### config.mk
export PLATFORM = sky130hd
export DESIGN_NAME = burst_memory_read_sequencer
export DESIGN_NICKNAME = d
export VERILOG_FILES = /design/src/hdl/bmrs_pkg.sv /design/src/hdl/bmrs_dram_if.sv /design/src/hdl/burst_memory_read_sequencer.sv /design/src/hdl/bmrs_fifo.sv /design/src/hdl/bmrs_dram_seq.sv
export SDC_FILE = /design/constraint.sdc
export NUM_CORES = 1
export LEC_CHECK = 0
export BUFFER_PORTS_ARGS = -buffer_cell sky130_fd_sc_hd__buf_2
export CORE_ASPECT_RATIO = 2
export CORE_MARGIN = 4
export CORE_UTILIZATION = 50
export DETAILED_ROUTE_END_ITERATION = 10
export PLACE_DENSITY_LB_ADDON = 0.1
export RECOVER_POWER = 100
export SYNTH_ARGS = -nofsm -noshare
export SYNTH_HDL_FRONTEND = slang
export SYNTH_SLANG_ARGS = --single-unit
export TNS_END_PERCENT = 20
### constraint.sdc
create_clock -name ref_clk -period 7.3 [get_ports ref_clk]
set_input_delay 1.46 -clock ref_clk [delete_from_list [all_inputs] [get_ports ref_clk]]
set_output_delay 1.46 -clock ref_clk [all_outputs]
set_load 0.1 [all_outputs]
### src/hdl/bmrs_pkg.sv
// Shared constants and state types for the burst memory read sequencer.
// Assumes one memory-bus clock and a synchronous active-low reset.
package bmrs_pkg;
    localparam int          DATA_W      = 32;    // Memory data width
    localparam int          FIFO_DEPTH  = 16;    // Read-return buffer depth
    localparam int          BCNT_W      = 2;     // Burst counter width
    localparam logic [1:0]  BCNT_FILL   = 2'h3;  // Cache line fill load value
    localparam logic [1:0]  BCNT_WRAP   = 2'h3;  // Value after block wrap
    localparam logic [1:0]  BCNT_LAST   = 2'h0;  // Last beat of a block
    localparam logic [1:0]  BCNT_RST    = 2'h0;  // Counter after reset
    localparam logic [3:0]  CAS_ALL_ON  = 4'h0;  // All byte strobes asserted
    localparam logic [3:0]  CAS_ALL_OFF = 4'hF;  // All byte strobes idle

    typedef enum logic [2:0] {
        st_idle, st_read_first, st_read_reload, st_read_second, st_read_third, st_dram
    } bmrs_main_state_type;

    typedef enum logic [2:0] {
        ds_idle, ds_row, ds_col, ds_cas, ds_ack, ds_pre
    } bmrs_dram_state_type;
endpackage : bmrs_pkg

### src/hdl/bmrs_dram_if.sv
// Handshake between the main sequencer and the DRAM sequencer.
// Both ends sit on the same clock; no crossing is needed.
`timescale 1ns/1ps
`default_nettype none
interface bmrs_dram_if;
    logic do_dram;   // Main asks for DRAM beats
    logic dram_ack;  // Beat data is valid
    logic take;      // Main can accept the beat now
    modport main (output do_dram, output take, input dram_ack);
    modport seq  (input do_dram, input take, output dram_ack);
endinterface : bmrs_dram_if
`default_nettype wire

### src/hdl/burst_memory_read_sequencer.sv
// Read-path sequencer for synchronous burst SRAM and page-mode DRAM.
// Assumes a processor on the same clock and a buffer drain on rd_*.
`timescale 1ns/1ps
`default_nettype none
module burst_memory_read_sequencer #(
    parameter int DW    = bmrs_pkg::DATA_W,     // Data width
    parameter int DEPTH = bmrs_pkg::FIFO_DEPTH  // Return buffer depth
) (
    input  wire logic          ref_clk,     // Memory-bus clock
    input  wire logic          rst_n,       // Synchronous reset, low
    input  wire logic          cpu_mreq_n,  // Memory request, low
    input  wire logic          cpu_clf,     // Cache line fill flag
    input  wire logic [1:0]    cpu_word,    // Low word address bits
    input  wire logic          cpu_dram,    // Access decodes to DRAM
    output logic               cpu_wait_n,  // Wait, low stalls processor
    input  wire logic [DW-1:0] mem_rdata,   // Read data from memory
    output logic               sram_adsc_n, // SRAM address load, low
    output logic               sram_adv_n,  // SRAM burst advance, low
    output logic               sram_oe_n,   // SRAM output enable, low
    output logic               ras_n,       // DRAM row strobe, low
    output logic [3:0]         cas_n,       // DRAM column strobes, low
    output logic               sel_col,     // DRAM column select
    output logic               rd_valid,    // Buffered beat valid
    input  wire logic          rd_ready,    // Buffered beat taken
    output logic [DW-1:0]      rd_data,     // Buffered beat
    output logic [bmrs_pkg::BCNT_W-1:0] bcnt // Burst counter state
);
    import bmrs_pkg::*;

    bmrs_main_state_type st_q;     // Main state
    logic [BCNT_W-1:0]   bcnt_q;   // Beats left in block after this one
    logic                buf_rdy;  // Return buffer has room
    logic                start;    // New request seen in idle
    logic                sbeat;    // SRAM beat delivered this cycle
    logic                dbeat;    // DRAM beat delivered this cycle
    logic                more;     // Processor wants further beats

    bmrs_dram_if dif ();  // Link to the DRAM sequencer

    // Output-enable phase of the SRAM path; shared by pin and checks
    function automatic logic sram_out_phase(input bmrs_main_state_type s);
        return (s == st_read_second) || (s == st_read_third);
    endfunction : sram_out_phase

    // Stall states of the SRAM path; wait must stay low in all of them
    function automatic logic sram_stall_phase(input bmrs_main_state_type s);
        return (s == st_read_first) || (s == st_read_reload) || (s == st_read_third);
    endfunction : sram_stall_phase

    // Request decode; the processor keeps request low while beats remain after the current one
    assign start = (st_q == st_idle) && !cpu_mreq_n;
    assign more  = !cpu_mreq_n;

    // A beat only completes when the buffer can hold it
    assign sbeat = (st_q == st_read_second) && buf_rdy;
    assign dbeat = (st_q == st_dram) && dif.dram_ack && buf_rdy;

    // Wait is released only on data cycles; stalls keep it low
    assign cpu_wait_n = sbeat || dbeat;

    // Address load at first access and at each block boundary
    assign sram_adsc_n = !((start && !cpu_dram) || (st_q == st_read_reload));
    assign sram_adv_n  = !sbeat;  // Internal burst advance per beat
    assign sram_oe_n   = !sram_out_phase(st_q);

    // DRAM request held for as long as the processor requests
    assign dif.do_dram = ((st_q == st_idle) && start && cpu_dram)
                       || ((st_q == st_dram) && !(dif.dram_ack && !more));
    assign dif.take    = buf_rdy;
    assign bcnt        = bcnt_q;

    // Cycle walk of an SRAM read; cycle 0 is the request cycle:
    //   c0  idle, request seen, address load strobed
    //   c1  first state, one latency stall, wait low
    //   c2  second state, first beat, wait high
    //   cN  later beats back to back, counter running down
    // A beat with the counter at zero and the request still low
    // leaves the block:
    //   reload state, new address load, wait low
    //   third state, SRAM latency, wait low
    //   second state again, beats resume, counter at three
    // A beat with the request high is the last; idle follows.
    // Cycle walk of a DRAM read:
    //   c0  idle, request seen, DRAM request raised
    //   c1  row strobe falls
    //   c2  column select
    //   c3  all column strobes for one cycle
    //   c4  acknowledge, wait high if the buffer has room
    //   Later beats loop column, strobe, acknowledge.
    // Limitation: all DRAM beats must share one page, since
    // the row strobe stays low for the whole access.
    // Trade-off: a full buffer stretches the current beat
    // rather than dropping data, so the processor sees
    // extra stalls only when the drain side falls behind.

    // Main state machine
    always_ff @(posedge ref_clk) begin
        if (!rst_n) begin
            st_q <= st_idle;
        end else begin
            case (st_q)
                st_idle: begin
                    // Decode target on a fresh request
                    if (start) st_q <= cpu_dram ? st_dram : st_read_first;
                end
                st_read_first: begin
                    // Single latency stall after the first load
                    st_q <= st_read_second;
                end
                st_read_second: begin
                    if (sbeat) begin
                        if (!more) begin
                            st_q <= st_idle;
                        end else if (bcnt_q == BCNT_LAST) begin
                            st_q <= st_read_reload;
                        end
                    end
                end
                st_read_reload: begin
                    // First stall: lets the new address settle
                    st_q <= st_read_third;
                end
                st_read_third: begin
                    // Second stall: SRAM access latency
                    st_q <= st_read_second;
                end
                st_dram: begin
                    if (dbeat && !more) st_q <= st_idle;
                end
                default: st_q <= st_idle;
            endcase
        end
    end

    // Burst counter: load, decrement per beat, wrap at boundary
    always_ff @(posedge ref_clk) begin
        if (!rst_n) begin
            bcnt_q <= BCNT_RST;
        end else if (start && !cpu_dram) begin
            // Fill wraps in hardware blocks, so start at a full block
            bcnt_q <= cpu_clf ? BCNT_FILL : ~cpu_word;
        end else if (sbeat && more) begin
            bcnt_q <= (bcnt_q == BCNT_LAST) ? BCNT_WRAP : bcnt_q - 1'b1;
        end
    end

    // Return buffer; back-pressure stalls beats via buf_rdy
    bmrs_fifo #(.W(DW), .D(DEPTH)) u_fifo (
        .ref_clk   (ref_clk),
        .rst_n     (rst_n),
        .in_valid  (sbeat || dbeat),
        .in_ready  (buf_rdy),
        .in_data   (mem_rdata),
        .out_valid (rd_valid),
        .out_ready (rd_ready),
        .out_data  (rd_data)
    );

    // DRAM row/column sequencer
    bmrs_dram_seq u_dram (
        .ref_clk (ref_clk),
        .rst_n   (rst_n),
        .hs      (dif),
        .ras_n   (ras_n),
        .cas_n   (cas_n),
        .sel_col (sel_col)
    );
endmodule : burst_memory_read_sequencer
`default_nettype wire

### src/hdl/bmrs_fifo.sv
// Parameterised valid/ready FIFO for returned read beats.
// Assumes both sides on one clock; width and depth shape the array.
`timescale 1ns/1ps
`default_nettype none
module bmrs_fifo #(
    parameter int W = 32,  // Word width
    parameter int D = 16   // Depth, power of two
) (
    input  wire logic         ref_clk,   // Memory-bus clock
    input  wire logic         rst_n,     // Synchronous reset, low
    input  wire logic         in_valid,  // Write request
    output logic              in_ready,  // Room available
    input  wire logic [W-1:0] in_data,   // Write word
    output logic              out_valid, // Word available
    input  wire logic         out_ready, // Drain request
    output logic [W-1:0]      out_data   // Head word
);
    localparam int AW = $clog2(D);
    logic [W-1:0] mem [D];   // Storage
    logic [AW:0]  wr_q;      // Write pointer with lap bit
    logic [AW:0]  rd_q;      // Read pointer with lap bit

    // Full when pointers differ only in the lap bit
    assign in_ready  = !((wr_q[AW] != rd_q[AW]) && (wr_q[AW-1:0] == rd_q[AW-1:0]));
    assign out_valid = (wr_q != rd_q);
    assign out_data  = mem[rd_q[AW-1:0]];

    // Storage writes
    always_ff @(posedge ref_clk) begin
        if (in_valid && in_ready) begin
            mem[wr_q[AW-1:0]] <= in_data;
        end
    end

    // Pointers
    always_ff @(posedge ref_clk) begin
        if (!rst_n) begin
            wr_q <= '0;
            rd_q <= '0;
        end else begin
            if (in_valid && in_ready) wr_q <= wr_q + 1'b1;
            if (out_valid && out_ready) rd_q <= rd_q + 1'b1;
        end
    end
endmodule : bmrs_fifo
`default_nettype wire

### src/hdl/bmrs_dram_seq.sv
// DRAM page-mode sequencer for read beats on EDO parts.
// Assumes one page per sequential access; main holds do_dram per beat.
`timescale 1ns/1ps
`default_nettype none
module bmrs_dram_seq (
    input  wire logic  ref_clk,  // Memory-bus clock
    input  wire logic  rst_n,    // Synchronous reset, low
    bmrs_dram_if.seq   hs,       // Handshake from main
    output logic       ras_n,    // Row strobe, low
    output logic [3:0] cas_n,    // Byte column strobes, low
    output logic       sel_col   // Column address select
);
    import bmrs_pkg::*;
    bmrs_dram_state_type st_q;  // Sequencer state

    // Strobes decoded from state register
    assign ras_n       = (st_q == ds_idle) || (st_q == ds_pre);
    assign sel_col     = (st_q == ds_col) || (st_q == ds_cas) || (st_q == ds_ack);
    assign cas_n       = (st_q == ds_cas) ? CAS_ALL_ON : CAS_ALL_OFF;
    assign hs.dram_ack = (st_q == ds_ack);

    // Row, column, single-cycle strobe, ack, then loop or precharge
    always_ff @(posedge ref_clk) begin
        if (!rst_n) begin
            st_q <= ds_idle;
        end else begin
            case (st_q)
                ds_idle: if (hs.do_dram) st_q <= ds_row;
                ds_row:  st_q <= ds_col;
                ds_col:  st_q <= ds_cas;
                ds_cas:  st_q <= ds_ack;
                ds_ack: begin
                    // Held until taken so a full buffer loses nothing
                    if (hs.take) st_q <= hs.do_dram ? ds_col : ds_pre;
                end
                ds_pre:  st_q <= ds_idle;  // Row precharge before new request
                default: st_q <= ds_idle;
            endcase
        end
    end
endmodule : bmrs_dram_seq
`default_nettype wire

==> metrics.md, run 1 <==
| Metric | Value |
|---|---|
| Largest net degree at the start of global routing | `69` |
| CTS tree | `done` |
| Die height | `~290 µm` |
| I/O pin count | `85` |
| Final Hold Fails | `0` |
| PostCTS Resize Cnt | `0` |
| Min-Delay Path Class | `reg -> reg` |
| Outcome | `complete, but fails checks` |
| RSZ-0062 raised after global routing | `no` |
| Avg Inst Size Synth | `about 23 µm²` |
| Per-cell routed wire length | `approximately 28 µm` |
| PortBufs | `84` |
| Syn Inst Count | `a little under 900` |
| Die area | `about 0.045 mm²` |
| Slew Limit Fails | `about 610` |
| Fillers | `a little over 3000` |
| Setup CP Type | `reg -> out` |
| Hold_sp | `bcnt[1]$_SDFFE_PN0P_` |
| R2R Path End | `u_fifo.mem[5][29]$_DFFE_PP_` |
| Clock Pin Slew Worst Setup and Hold Paths | `roughly 0.070 ns` |
| Post-Route Skew | `around 0.012 ns` |
| Register area share after synthesis | `0.769` |
| Nets | `between 1000 and 1500` |
| Setup_tns | `0 ns` |
| Mapped Area | `just over 0.02 mm²` |
| R2R Setup Slk | `about 1.9 ns` |
| Routed wire length | `42900 µm` |
| CP required | `5.84 ns` |
| Failing checks | `max-capacitance violations, max-slew violations` |
| Via count | `a little over 9000` |
| DRT Pass-1 Iters | `5` |
| Via-to-Cell Ratio | `approximately 6` |
| Seq cells post-synth | `534` |
| Area Overhead vs Synth | `11.8%` |
| Vias in the first global route | `a little under 10000` |
| Synth Flop Type | `edfxtp_1` |
| Initial DRC Count | `about 620` |
| Initial Util | `0.508` |
| Num CTS Buffers | `44` |
| Hold-fix buffers, CTS | `0` |
| Max-cap violations | `18` |
| Skew-Pair Late Insertion Delay | `about 0.56 ns` |
| Clk sink count | `~530` |
| DP Wirelength | `~21000 µm` |
| Global-route wire length before repair | `64000 µm` |
| Ys async rst share | `0` |
| LEAKAGE | `approximately 6.8 nW` |
| GRT Resource Usage Total | `0.199` |
| EDFF count, synth | `around 510` |
| Tightest Pin Transition | `between 3 and 4 ns` |
| Max Fclk | `171 MHz` |
| # rows | `approximately 100` |
| Grt total ovfl | `0` |
| Final ANT Viol Nets | `0` |
| Die width | `roughly 150 µm` |
| Hold endpoint | `bcnt[1]$_SDFFE_PN0P_` |
| Final setup vio count | `0` |
| Reg2reg start | `u_dram.st_q[2]$_SDFFE_PN0P_` |
| Initial antenna violation count | `2` |
| Share of cells above drive strength 1 | `0.255` |
| Worst VDD drop | `0.286 mV` |
| Setup WS pre-CTS | `2.90 ns` |
| WHS Path Cells | `2` |
| H-tree level count | `2` |
| Drt drc | `0` |
| Net Count, Synth | `approximately 930` |
| Worst-case clock buffer depth | `3` |
| Worst setup margin | `1.47 ns` |
| R2R cell count | `6` |
| Cell Pwr Density | `302 mW/mm²` |
| Synthesis warning total | `0` |
| Post-CTS Setup Inserts | `0` |
| Period Utilization, post-route | `0.799` |
| Max Fanout on Critical Path | `~70` |
| Worst EP arrival | `~4.4 ns` |
| Startpoint class of the critical path | `flip-flop` |
| Critical Path End Type | `output port` |
| Routability cong. | `between 0.7 and 0.8` |
| Core ar. | `about 0.040 mm²` |
| Tmin final | `about 6 ns` |
| Relative slew margins | `-1.01` |
| Cell variety after synth | `between 40 and 50` |
| Root buf cell | `clkbuf_16` |
-- critical path: stages, from the launching register on --
cell	delay (ns)
dfxtp_4	0.75
clkbuf_4	1.24
mux4_2	0.65
mux4_2	0.53
clkbuf_1	0.53
-- cell families after synthesis --
group / share of synthesized area
flops: 0.769
buf+inv: 0.0129
mux: 0.178
simple gates: 0.0198
xor+xnor: 0.00511
fa+ha+maj: 0.00365
compound gates: 0.0117
-- Yosys cell counts, types with 2 or more instances --
library cell / n / share of area
nor2_1: 19 / 0.0035
a211oi_1: 3 / 0.0011
nand3_1: 4 / 0.00097
nor3b_1: 3 / 0.0011
nand2_1: 19 / 0.0035
buf_1: 9 / 0.0016
edfxtp_1: 512 / 0.75
inv_1: 6 / 0.0011
buf_4: 15 / 0.0055
clkbuf_1: 16 / 0.0029
dfxtp_1: 22 / 0.021
buf_2: 4 / 0.00097
mux4_2: 160 / 0.18
nand2b_1: 3 / 0.00091
a21oi_1: 9 / 0.0022
nor2b_1: 3 / 0.00091
o21ai_0: 8 / 0.0019
nor3_1: 6 / 0.0015
nand3b_1: 5 / 0.0018
o211ai_1: 2 / 0.00073
mux2i_1: 5 / 0.0024
and2_1: 8 / 0.0024
xnor2_1: 11 / 0.0047
nand4_1: 3 / 0.00091
ha_1: 6 / 0.0037
-- per-layer routing --
metal,wire length (µm),track usage,part of all wire,vias to the layer above
met5,0,0,0,-
met4,807,0.0476,0.019,0
met3,1760,0.0265,0.041,52
met2,24000,0.358,0.56,216
met1,16200,0.257,0.38,4929
li1,-,-,-,3959
-- state kept, by name, indices dropped and copies added (netlist names), named ones only --
register     count
bcnt             2
st_q             3
u_fifo.rd_q      5
u_fifo.mem     512
u_dram.st_q      3
u_fifo.wr_q      5
-- area by class of cell --
type                       count  area, µm²  share of cell area
multi-input combinational    297       4520               0.197
sequential                   534      15800               0.688
clock buffer                  53       1190              0.0516
tap                          530        663              0.0288
inverter                       6       22.5            0.000979
timing repair buffer         105        444              0.0193
clock inverter                29        323              0.0140
antenna                        3       7.51            0.000326
-- report_power, final --
| group | internal [mW] | switching [mW] |
|---|---|---|
| clock network | 1.38 | 1.06 |
| registers | 3.40 | 0.0609 |
| logic | 0.328 | 0.721 |
| total | 5.11 | 1.84 |
-- cells in the final DEF, fill, tap and decap left out, drive strengths merged, types with 3 or more instances in the layout --
| cell type | instances |
|---|---|
| nor3 | 6 |
| bufinv | 6 |
| mux4 | 160 |
| a21boi | 3 |
| a21oi | 9 |
| o211ai | 3 |
| nand3b | 5 |
| buf | 17 |
| a211oi | 3 |
| and2 | 8 |
| nand2b | 3 |
| clkbuf | 141 |
| inv | 6 |
| clkinv | 18 |
| nor3b | 3 |
| xnor2 | 11 |
| o21ai | 10 |
| nand2 | 19 |
| diode | 3 |
| mux2i | 5 |
| nor2 | 19 |
| ha | 6 |
| clkinvlp | 5 |
| nand4 | 3 |
| edfxtp | 512 |
| nor2b | 3 |
| dfxtp | 22 |
| nand3 | 4 |
-- stage by stage --
stage	utilization	power, mW	hold WS, ns	instances	instance area (µm²)
floorplan	-	4.42	0.493	883	20600
global placement	0.536	4.61	0.472	1472	21700
detailed placement	0.536	4.62	0.472	1472	21700
CTS	0.574	7.05	0.482	1554	23200
global route	0.568	7.21	0.511	1554	23000
finish	0.568	6.95	0.479	1557	23000
-- how the worst max path moves through the flow --
stage	cells past startpoint	endpoint
after global routing	4	rd_data[4]
after global placement	4	rd_data[31]
after CTS	4	rd_data[31]
after detailed placement	4	rd_data[31]
final	4	rd_data[4]
after floorplan	4	sram_adsc_n
Note: power is estimated with default switching activity, not from simulation.
==> run 2: changes to the inputs <==
==> constraint.sdc (replaced) <==
create_clock -name ref_clk -period 4.7 [get_ports ref_clk]
set_input_delay 0.94 -clock ref_clk [delete_from_list [all_inputs] [get_ports ref_clk]]
set_output_delay 0.94 -clock ref_clk [all_outputs]
set_load 0.1 [all_outputs]
==> run 2 against run 1 <==
  * The flow still finishes with violations (max-capacitance violations, max-slew violations)
  * Non-clock buffer count is 9 higher
  * Final cell count is 0.45% higher
  * Count of clock-buffer cells in the layout is 12 higher
  * Largest power group unchanged
==> metrics.md, run 2 (same netlist as run 1, synthesis figures left out) <==
| Metric | Value |
|---|---|
| Outcome | `complete, but fails checks (unchanged)` |
| Failing checks | `max-capacitance violations, max-slew violations (unchanged)` |
| Die height | `295 µm (unchanged)` |
| Final setup vio count | `0 (unchanged)` |
| Worst-case clock buffer depth | `3 (unchanged)` |
| Max reg flops | `512 (unchanged)` |
| Largest net degree at the start of global routing | `48 (was 69)` |
| Max Fanout on Critical Path | `28 (was 68)` |
| Via-to-Cell Ratio | `5.97 (was 5.88)` |
| Final cell count without fillers | `1564 (was 1557)` |
| Final ANT Viol Nets | `0 (unchanged)` |
| RSZ-0062 raised after global routing | `no (unchanged)` |
| CTS tree | `done (unchanged)` |
| Critical Path End Type | `output port (unchanged)` |
| Clock Pin Slew Worst Setup and Hold Paths | `0.07 ns (about the same)` |
| Cell Pwr Density | `464 mW/mm² (was 302 mW/mm²)` |
| Die area | `0.0446 mm² (unchanged)` |
| Tightest Pin Transition | `2.23 ns (was 3.02 ns)` |
| Startpoint class of the critical path | `flip-flop (unchanged)` |
| Via count | `9343 (was 9156)` |
| Slew Limit Fails | `31 (was 608)` |
| Worst VDD drop | `0.514 mV (was 0.286 mV)` |
| CP required | `3.76 ns (was 5.84 ns)` |
| I/O pin count | `85 (unchanged)` |
| Initial antenna violation count | `1 (was 2)` |
| Root buf cell | `clkbuf_16 (unchanged)` |
| Relative slew margins | `-0.494 (was -1.01)` |
| Num CTS Buffers | `45 (was 44)` |
| PortBufs | `84 (unchanged)` |
| DRT Pass-1 Iters | `5 (unchanged)` |
| Hold-fix buffers, CTS | `0 (unchanged)` |
| Global-route wire length before repair | `64900 µm (was 64000 µm)` |
| Die width | `151 µm (unchanged)` |
| Setup CP Type | `reg -> out (unchanged)` |
| DP Wirelength | `23400 µm (was 21500 µm)` |
| Initial DRC Count | `769 (was 617)` |
| Clk sink count | `534 (unchanged)` |
| Core ar. | `0.0405 mm² (unchanged)` |
| Max-cap violations | `3 (was 18)` |
| Grt total ovfl | `0 (unchanged)` |
| Post-Route Skew | `0.00905 ns (was 0.0122 ns)` |
| Routed wire length | `43700 µm (was 42900 µm)` |
| Nets | `1044 (was 1034)` |
| PostCTS Resize Cnt | `0 (unchanged)` |
| Vias in the first global route | `10000 (was 9874)` |
| Commonest cells after routing, fill and taps aside | `edfxtp_1 (512), mux4_2 (160), clkbuf_1 (65), clkbuf_16 (47), clkbuf_2 (36) (was edfxtp_1 (512), mux4_2 (160), clkbuf_1 (93), clkbuf_16 (46), nand2_1 (19))` |
| Routability cong. | `0.796 (was 0.749)` |
| H-tree level count | `2 (unchanged)` |
| Area Overhead vs Synth | `12.2% (was 11.8%)` |
| Drt drc | `0 (unchanged)` |
| Placed instance count | `1481 (was 1472)` |
| # rows | `104 (unchanged)` |
| Min-Delay Path Class | `reg -> reg (unchanged)` |
| Post-CTS Setup Inserts | `0 (unchanged)` |
| LEAKAGE | `6.93 nW (was 6.80 nW)` |
| GRT Resource Usage Total | `0.202 (was 0.199)` |
| Tmin final | `roughly 4.2 ns` |
| Final Hold Fails | `0 (unchanged)` |
| Final total power | `10.7 mW (was 6.95 mW)` |
| Per-cell routed wire length | `27.9 µm (was 27.5 µm)` |
| Setup_tns | `0 ns (unchanged)` |
| Worst EP arrival | `3.29 ns (was 4.37 ns)` |
| Skew-Pair Late Insertion Delay | `0.55 ns (was 0.56 ns)` |
| Initial Util | `0.508 (unchanged)` |
| Max Fclk | `roughly 240 MHz` |
| Commonest non-fill, non-tap cell in the layout | `edfxtp_1 (unchanged)` |
| Period Utilization, post-route | `0.900` |
| Share of cells above drive strength 1 | `0.289 (was 0.255)` |
| Fin util | `0.570 (was 0.568)` |
run 2: changes by cell type in the layout (fill, tap and decap cells not counted), moves of 3 or more:
cell,previous run,this run
bufinv_16,6,2
buf_2,12,15
buf_12,1,5
clkbuf_2,0,36
clkinv_4,3,0
clkbuf_8,1,5
clkinvlp_4,5,1
clkbuf_1,93,65
run 2: final timing paths:
path | startpoint | endpoint | slack, ns | depth (start not counted)
worst max-delay path | flip-flop | rd_data[10] | 0.47 | 4
worst min-delay path | bcnt[1]$_SDFFE_PN0P_ | bcnt[1]$_SDFFE_PN0P_ | 0.48 | 2
worst max register to register | u_dram.st_q[2]$_SDFFE_PN0P_ | u_fifo.mem[7][4]$_DFFE_PP_ | 0.52 | 5
worst min register to register | bcnt[1]$_SDFFE_PN0P_ | bcnt[1]$_SDFFE_PN0P_ | 0.48 | 2
run 2: metal layers:
layer | part of all wire | routed length, µm | GRT usage | up-vias
met2 | 0.55 | 24000 | 0.360 | 231
met3 | 0.044 | 1940 | 0.0249 | 56
met5 | 0 | 0 | 0 | -
met1 | 0.39 | 16900 | 0.263 | 5087
met4 | 0.019 | 827 | 0.0514 | 0
li1 | - | - | - | 3969
run 2: layout make-up:
cell class	count	area (µm²)
fillers	3024	17400
flip-flops and latches	534	15800
multi-input cells	297	4530
clock buffers	65	1290
well taps	530	663
repair buffers	114	596
clock inverters	17	135
inverters	6	22.5
diodes	1	2.50
run 2: where the power goes:
group | leakage [nW] | internal [mW] | switching [mW]
registers | 4.78 | 5.28 | 0.0984
clock network | 0.703 | 2.03 | 1.61
logic | 1.44 | 0.539 | 1.14
total | 6.93 | 7.85 | 2.85
run 2: critical path, cell delays in order (launching register included):
cell,delay (ns)
dfxtp_4,0.76
clkbuf_1,0.52
mux4_2,0.60
mux4_2,0.50
buf_2,0.31
run 2: per-stage QoR:
step	cell area [µm²]	worst slack, ns	hold WS, ns
floorplan	20600	0.148	0.493
global placement	21800	1.11	0.467
detailed placement	21800	1.10	0.471
CTS	23300	0.491	0.484
global route	23100	0.250	0.498
finish	23100	0.471	0.483
==> run 3: changes to the inputs <==
--- a/config.mk
+++ b/config.mk
@@ -5,6 +5,7 @@
 export SDC_FILE = /design/constraint.sdc
 export NUM_CORES = 1
 export LEC_CHECK = 0
+export ABC_AREA = 1
 export BUFFER_PORTS_ARGS = -buffer_cell sky130_fd_sc_hd__buf_2
 export CORE_ASPECT_RATIO = 2
 export CORE_MARGIN = 4
==> run 3 against run 2 <==
  * The run still ends with max-capacitance violations, max-slew violations left
  * Critical path depth up 2
  * Wire length increased by 20%
  * Clock skew grew 0.0054 ns
  * Register-to-register slack improved by 0.07 ns
  * Non-clock buffer count is 10 higher
  * Critical path type unchanged
==> metrics.md, run 3 <==
| Metric | Value |
|---|---|
| Register area share after synthesis | `0.740 (was 0.769)` |
| CP required | `3.76 ns (about the same)` |
| Relative slew margins | `-0.414 (was -0.494)` |
| Final non-filler cell area | `0.0237 mm² (was 0.0231 mm²)` |
| Most used routing layer | `met2 (unchanged)` |
| Post-Route Skew | `0.0144 ns (was 0.00905 ns)` |
| Core ar. | `0.0420 mm² (was 0.0405 mm²)` |
| Post-CTS Setup Inserts | `0 (unchanged)` |
| Hold_ws | `0.512 ns (was 0.483 ns)` |
| CTS tree | `done (unchanged)` |
| Die height | `300 µm (was 295 µm)` |
| Switching part of the total | `0.381 (was 0.266)` |
| Slowest CP cell | `dfxtp_2 (was dfxtp_4)` |
| Root buf cell | `clkbuf_16 (unchanged)` |
| Synth Flop Type | `edfxtp_1 (unchanged)` |
| DRT Pass-1 Iters | `5 (unchanged)` |
| Final ANT Viol Nets | `0 (unchanged)` |
| RSZ-0062 raised after global routing | `no (unchanged)` |
| Syn Inst Count | `1703 (was 883)` |
| Setup CP Type | `reg -> out (unchanged)` |
| Cell Pwr Density | `561 mW/mm² (was 464 mW/mm²)` |
| Vias in the first global route | `13600 (was 10000)` |
| Skew-Pair Late Insertion Delay | `0.56 ns (was 0.55 ns)` |
| Via-to-Cell Ratio | `5.80 (was 5.97)` |
| Hold-fix buffers, CTS | `0 (unchanged)` |
| Worst setup margin | `0.451 ns (was 0.471 ns)` |
| DP Wirelength | `28400 µm (was 23400 µm)` |
| # rows | `106 (was 104)` |
| Commonest non-fill, non-tap cell in the layout | `edfxtp_1 (unchanged)` |
| Critical Path End Type | `output port (unchanged)` |
| Commonest cells after routing, fill and taps aside | `edfxtp_1 (512), nor2_1 (404), o21ai_0 (271), o211ai_1 (130), nand2_1 (88) (was edfxtp_1 (512), mux4_2 (160), clkbuf_1 (65), clkbuf_16 (47), clkbuf_2 (36))` |
| Global-route wire length before repair | `79800 µm (was 64900 µm)` |
| Fillers | `3471 (was 3024)` |
| Met1 Usage GRT | `0.279 (was 0.263)` |
| PortBufs | `84 (unchanged)` |
| Max-cap violations | `8 (was 3)` |
| Max reg flops | `512 (unchanged)` |
| Grt total ovfl | `0 (unchanged)` |
| GRT Resource Usage Total | `0.225 (was 0.202)` |
| Outcome | `complete, but fails checks (unchanged)` |
| Yosys top cell area share | `0.719 (was 0.748)` |
| Share of cells above drive strength 1 | `0.0866 (was 0.289)` |
| Max Fanout on Critical Path | `49 (was 28)` |
| Mapped Area | `0.0214 mm² (was 0.0206 mm²)` |
| FF+latch area | `0.0158 mm² (unchanged)` |
| CP Cell Sequence | `buf_4 -> o21ai_0 -> o211ai_1 -> nand3_1 -> nand2_1 -> clkbuf_2 (was clkbuf_1 -> mux4_2 -> mux4_2 -> buf_2)` |
| PostCTS Resize Cnt | `0 (unchanged)` |
| Initial DRC Count | `974 (was 769)` |
| Nets | `1812 (was 1044)` |
| Final setup vio count | `0 (unchanged)` |
| Internal | `8.23 mW (was 7.85 mW)` |
| Clk pwr share | `0.278 (was 0.340)` |
| Tmin final | `4.25 ns (was 4.23 ns)` |
| Final cell count without fillers | `2343 (was 1564)` |
| Via count | `13600 (was 9343)` |
| Post-synth top cells | `edfxtp_1 (512), nor2_1 (416), o21ai_0 (270) (was edfxtp_1 (512), mux4_2 (160), dfxtp_1 (22))` |
| Setup WS pre-CTS | `1.37 ns (was 1.10 ns)` |
| Largest net degree at the start of global routing | `173 (was 48)` |
| Min-Delay Path Class | `reg -> reg (unchanged)` |
| Die area | `0.0463 mm² (was 0.0446 mm²)` |
| Net Count, Synth | `1749 (was 929)` |
| Reg power frac | `0.407 (was 0.503)` |
| Clk sink count | `534 (unchanged)` |
| Die width | `154 µm (was 151 µm)` |
| Most frequent cell after synthesis | `edfxtp_1 (unchanged)` |
| CP max stage delay | `1.04 ns (was 0.76 ns)` |
| Failing checks | `max-capacitance violations, max-slew violations (unchanged)` |
| Setup_tns | `0 ns (unchanged)` |
| Initial Util | `0.508 (about the same)` |
| Period Utilization, post-route | `0.904 (was 0.900)` |
| Synthesis warning total | `0 (unchanged)` |
| Max Fclk | `235 MHz (was 236 MHz)` |
| Post-synth top area cell | `edfxtp_1 (unchanged)` |
| Ys async rst share | `0 (unchanged)` |
| Final Hold Fails | `0 (unchanged)` |
| Initial antenna violation count | `1 (unchanged)` |
| Avg Inst Size Synth | `12.6 µm² (was 23.3 µm²)` |
| Startpoint class of the critical path | `flip-flop (unchanged)` |
| Clock Pin Slew Worst Setup and Hold Paths | `0.06 ns (was 0.07 ns)` |
| Cell variety after synth | `29 (was 47)` |
| Slew Limit Fails | `165 (was 31)` |
| I/O pin count | `85 (unchanged)` |
| Seq cells post-synth | `534 (unchanged)` |
| Met2 usage | `0.403 (was 0.360)` |
| Comb power frac | `0.315 (was 0.157)` |
| Multi-input combinational cell area | `0.00494 mm² (was 0.00453 mm²)` |
| Num CTS Buffers | `46 (was 45)` |
| EDFF count, synth | `512 (unchanged)` |
| Fin util | `0.563 (was 0.570)` |
| Met3 GRT Util | `0.0280 (was 0.0249)` |
| Tightest Pin Transition | `2.12 ns (was 2.23 ns)` |
| Routed wire length | `52600 µm (was 43700 µm)` |
| Final total power | `13.3 mW (was 10.7 mW)` |
| Area Overhead vs Synth | `10.8% (was 12.2%)` |
| Routability cong. | `0.792 (was 0.796)` |
| Switching power | `5.06 mW (was 2.85 mW)` |
| LEAKAGE | `7.53 nW (was 6.93 nW)` |
| Worst EP arrival | `3.31 ns (was 3.29 ns)` |
| Placed inst area | `0.0224 mm² (was 0.0218 mm²)` |
| Synth area leaders | `edfxtp_1 (72%), nor2_1 (7.3%), o21ai_0 (6.3%), o211ai_1 (4.6%), dfxtp_1 (2.1%) (was edfxtp_1 (75%), mux4_2 (18%), dfxtp_1 (2.1%), buf_4 (0.55%), xnor2_1 (0.47%))` |
| Per-cell routed wire length | `22.4 µm (was 27.9 µm)` |
| H-tree level count | `2 (unchanged)` |
| Worst VDD drop | `0.566 mV (was 0.514 mV)` |
| Placed instance count | `2258 (was 1481)` |
| Drt drc | `0 (unchanged)` |
| Worst-case clock buffer depth | `3 (unchanged)` |
==> run 3: final timing paths <==
| check | startpoint | endpoint | slack, ns | depth (start not counted) |
|---|---|---|---|---|
| worst max-delay path | flip-flop | rd_data[11] | 0.45 | 6 |
| worst min-delay path | u_fifo.rd_q[4]$_SDFFE_PN0P_ | u_fifo.rd_q[4]$_SDFFE_PN0P_ | 0.51 | 2 |
| worst max register to register | st_q[2]$_SDFFE_PN0P_ | u_fifo.mem[5][25]$_DFFE_PP_ | 0.59 | 9 |
| worst min register to register | u_fifo.rd_q[4]$_SDFFE_PN0P_ | u_fifo.rd_q[4]$_SDFFE_PN0P_ | 0.51 | 2 |
==> run 3: kinds of logic after synthesis <==
| group | after synthesis | synth area share |
|---|---|---|
| simple gates | 563 | 0.104 |
| flops | 534 | 0.740 |
| compound gates | 448 | 0.121 |
| buf+inv | 146 | 0.0295 |
| xor+xnor | 6 | 0.00246 |
| fa+ha+maj | 6 | 0.00351 |
==> run 3: critical path: cells and delay by family, from the launching register on <==
family | cells | cell delay (ns)
AO/OA/AOI/OAI | 2 | 0.46
buffers and inverters | 2 | 0.94
flip-flops | 1 | 1.04
AND/OR/NAND/NOR | 2 | 0.27
==> run 3: power by group through the flow <==
stage	combinational [mW]	sequential [mW]	clock, mW
finish	4.19	5.41	3.69
global route	4.56	5.41	3.95
CTS	4.25	5.41	3.75
detailed placement	4.24	5.51	0
global placement	4.20	5.51	0
floorplan	3.40	5.46	0
==> run 3: final cells by class <==
class,instances,share of cell area
Antenna cell,1,0.000106
Clock buffer,59,0.0534
Clock inverter,25,0.00809
Inverter,37,0.00624
Multi-Input combinational cell,1023,0.209
Sequential cell,534,0.669
Tap cell,540,0.0285
Timing Repair Buffer,124,0.0263
==> run 3: layer usage <==
metal / wire, µm / up-vias / share of wire
met4: 1720 / 0 / 0.033
met1: 20500 / 6775 / 0.39
met3: 2630 / 103 / 0.050
met5: 0 / - / 0
li1: - / 6312 / -
met2: 27700 / 394 / 0.53
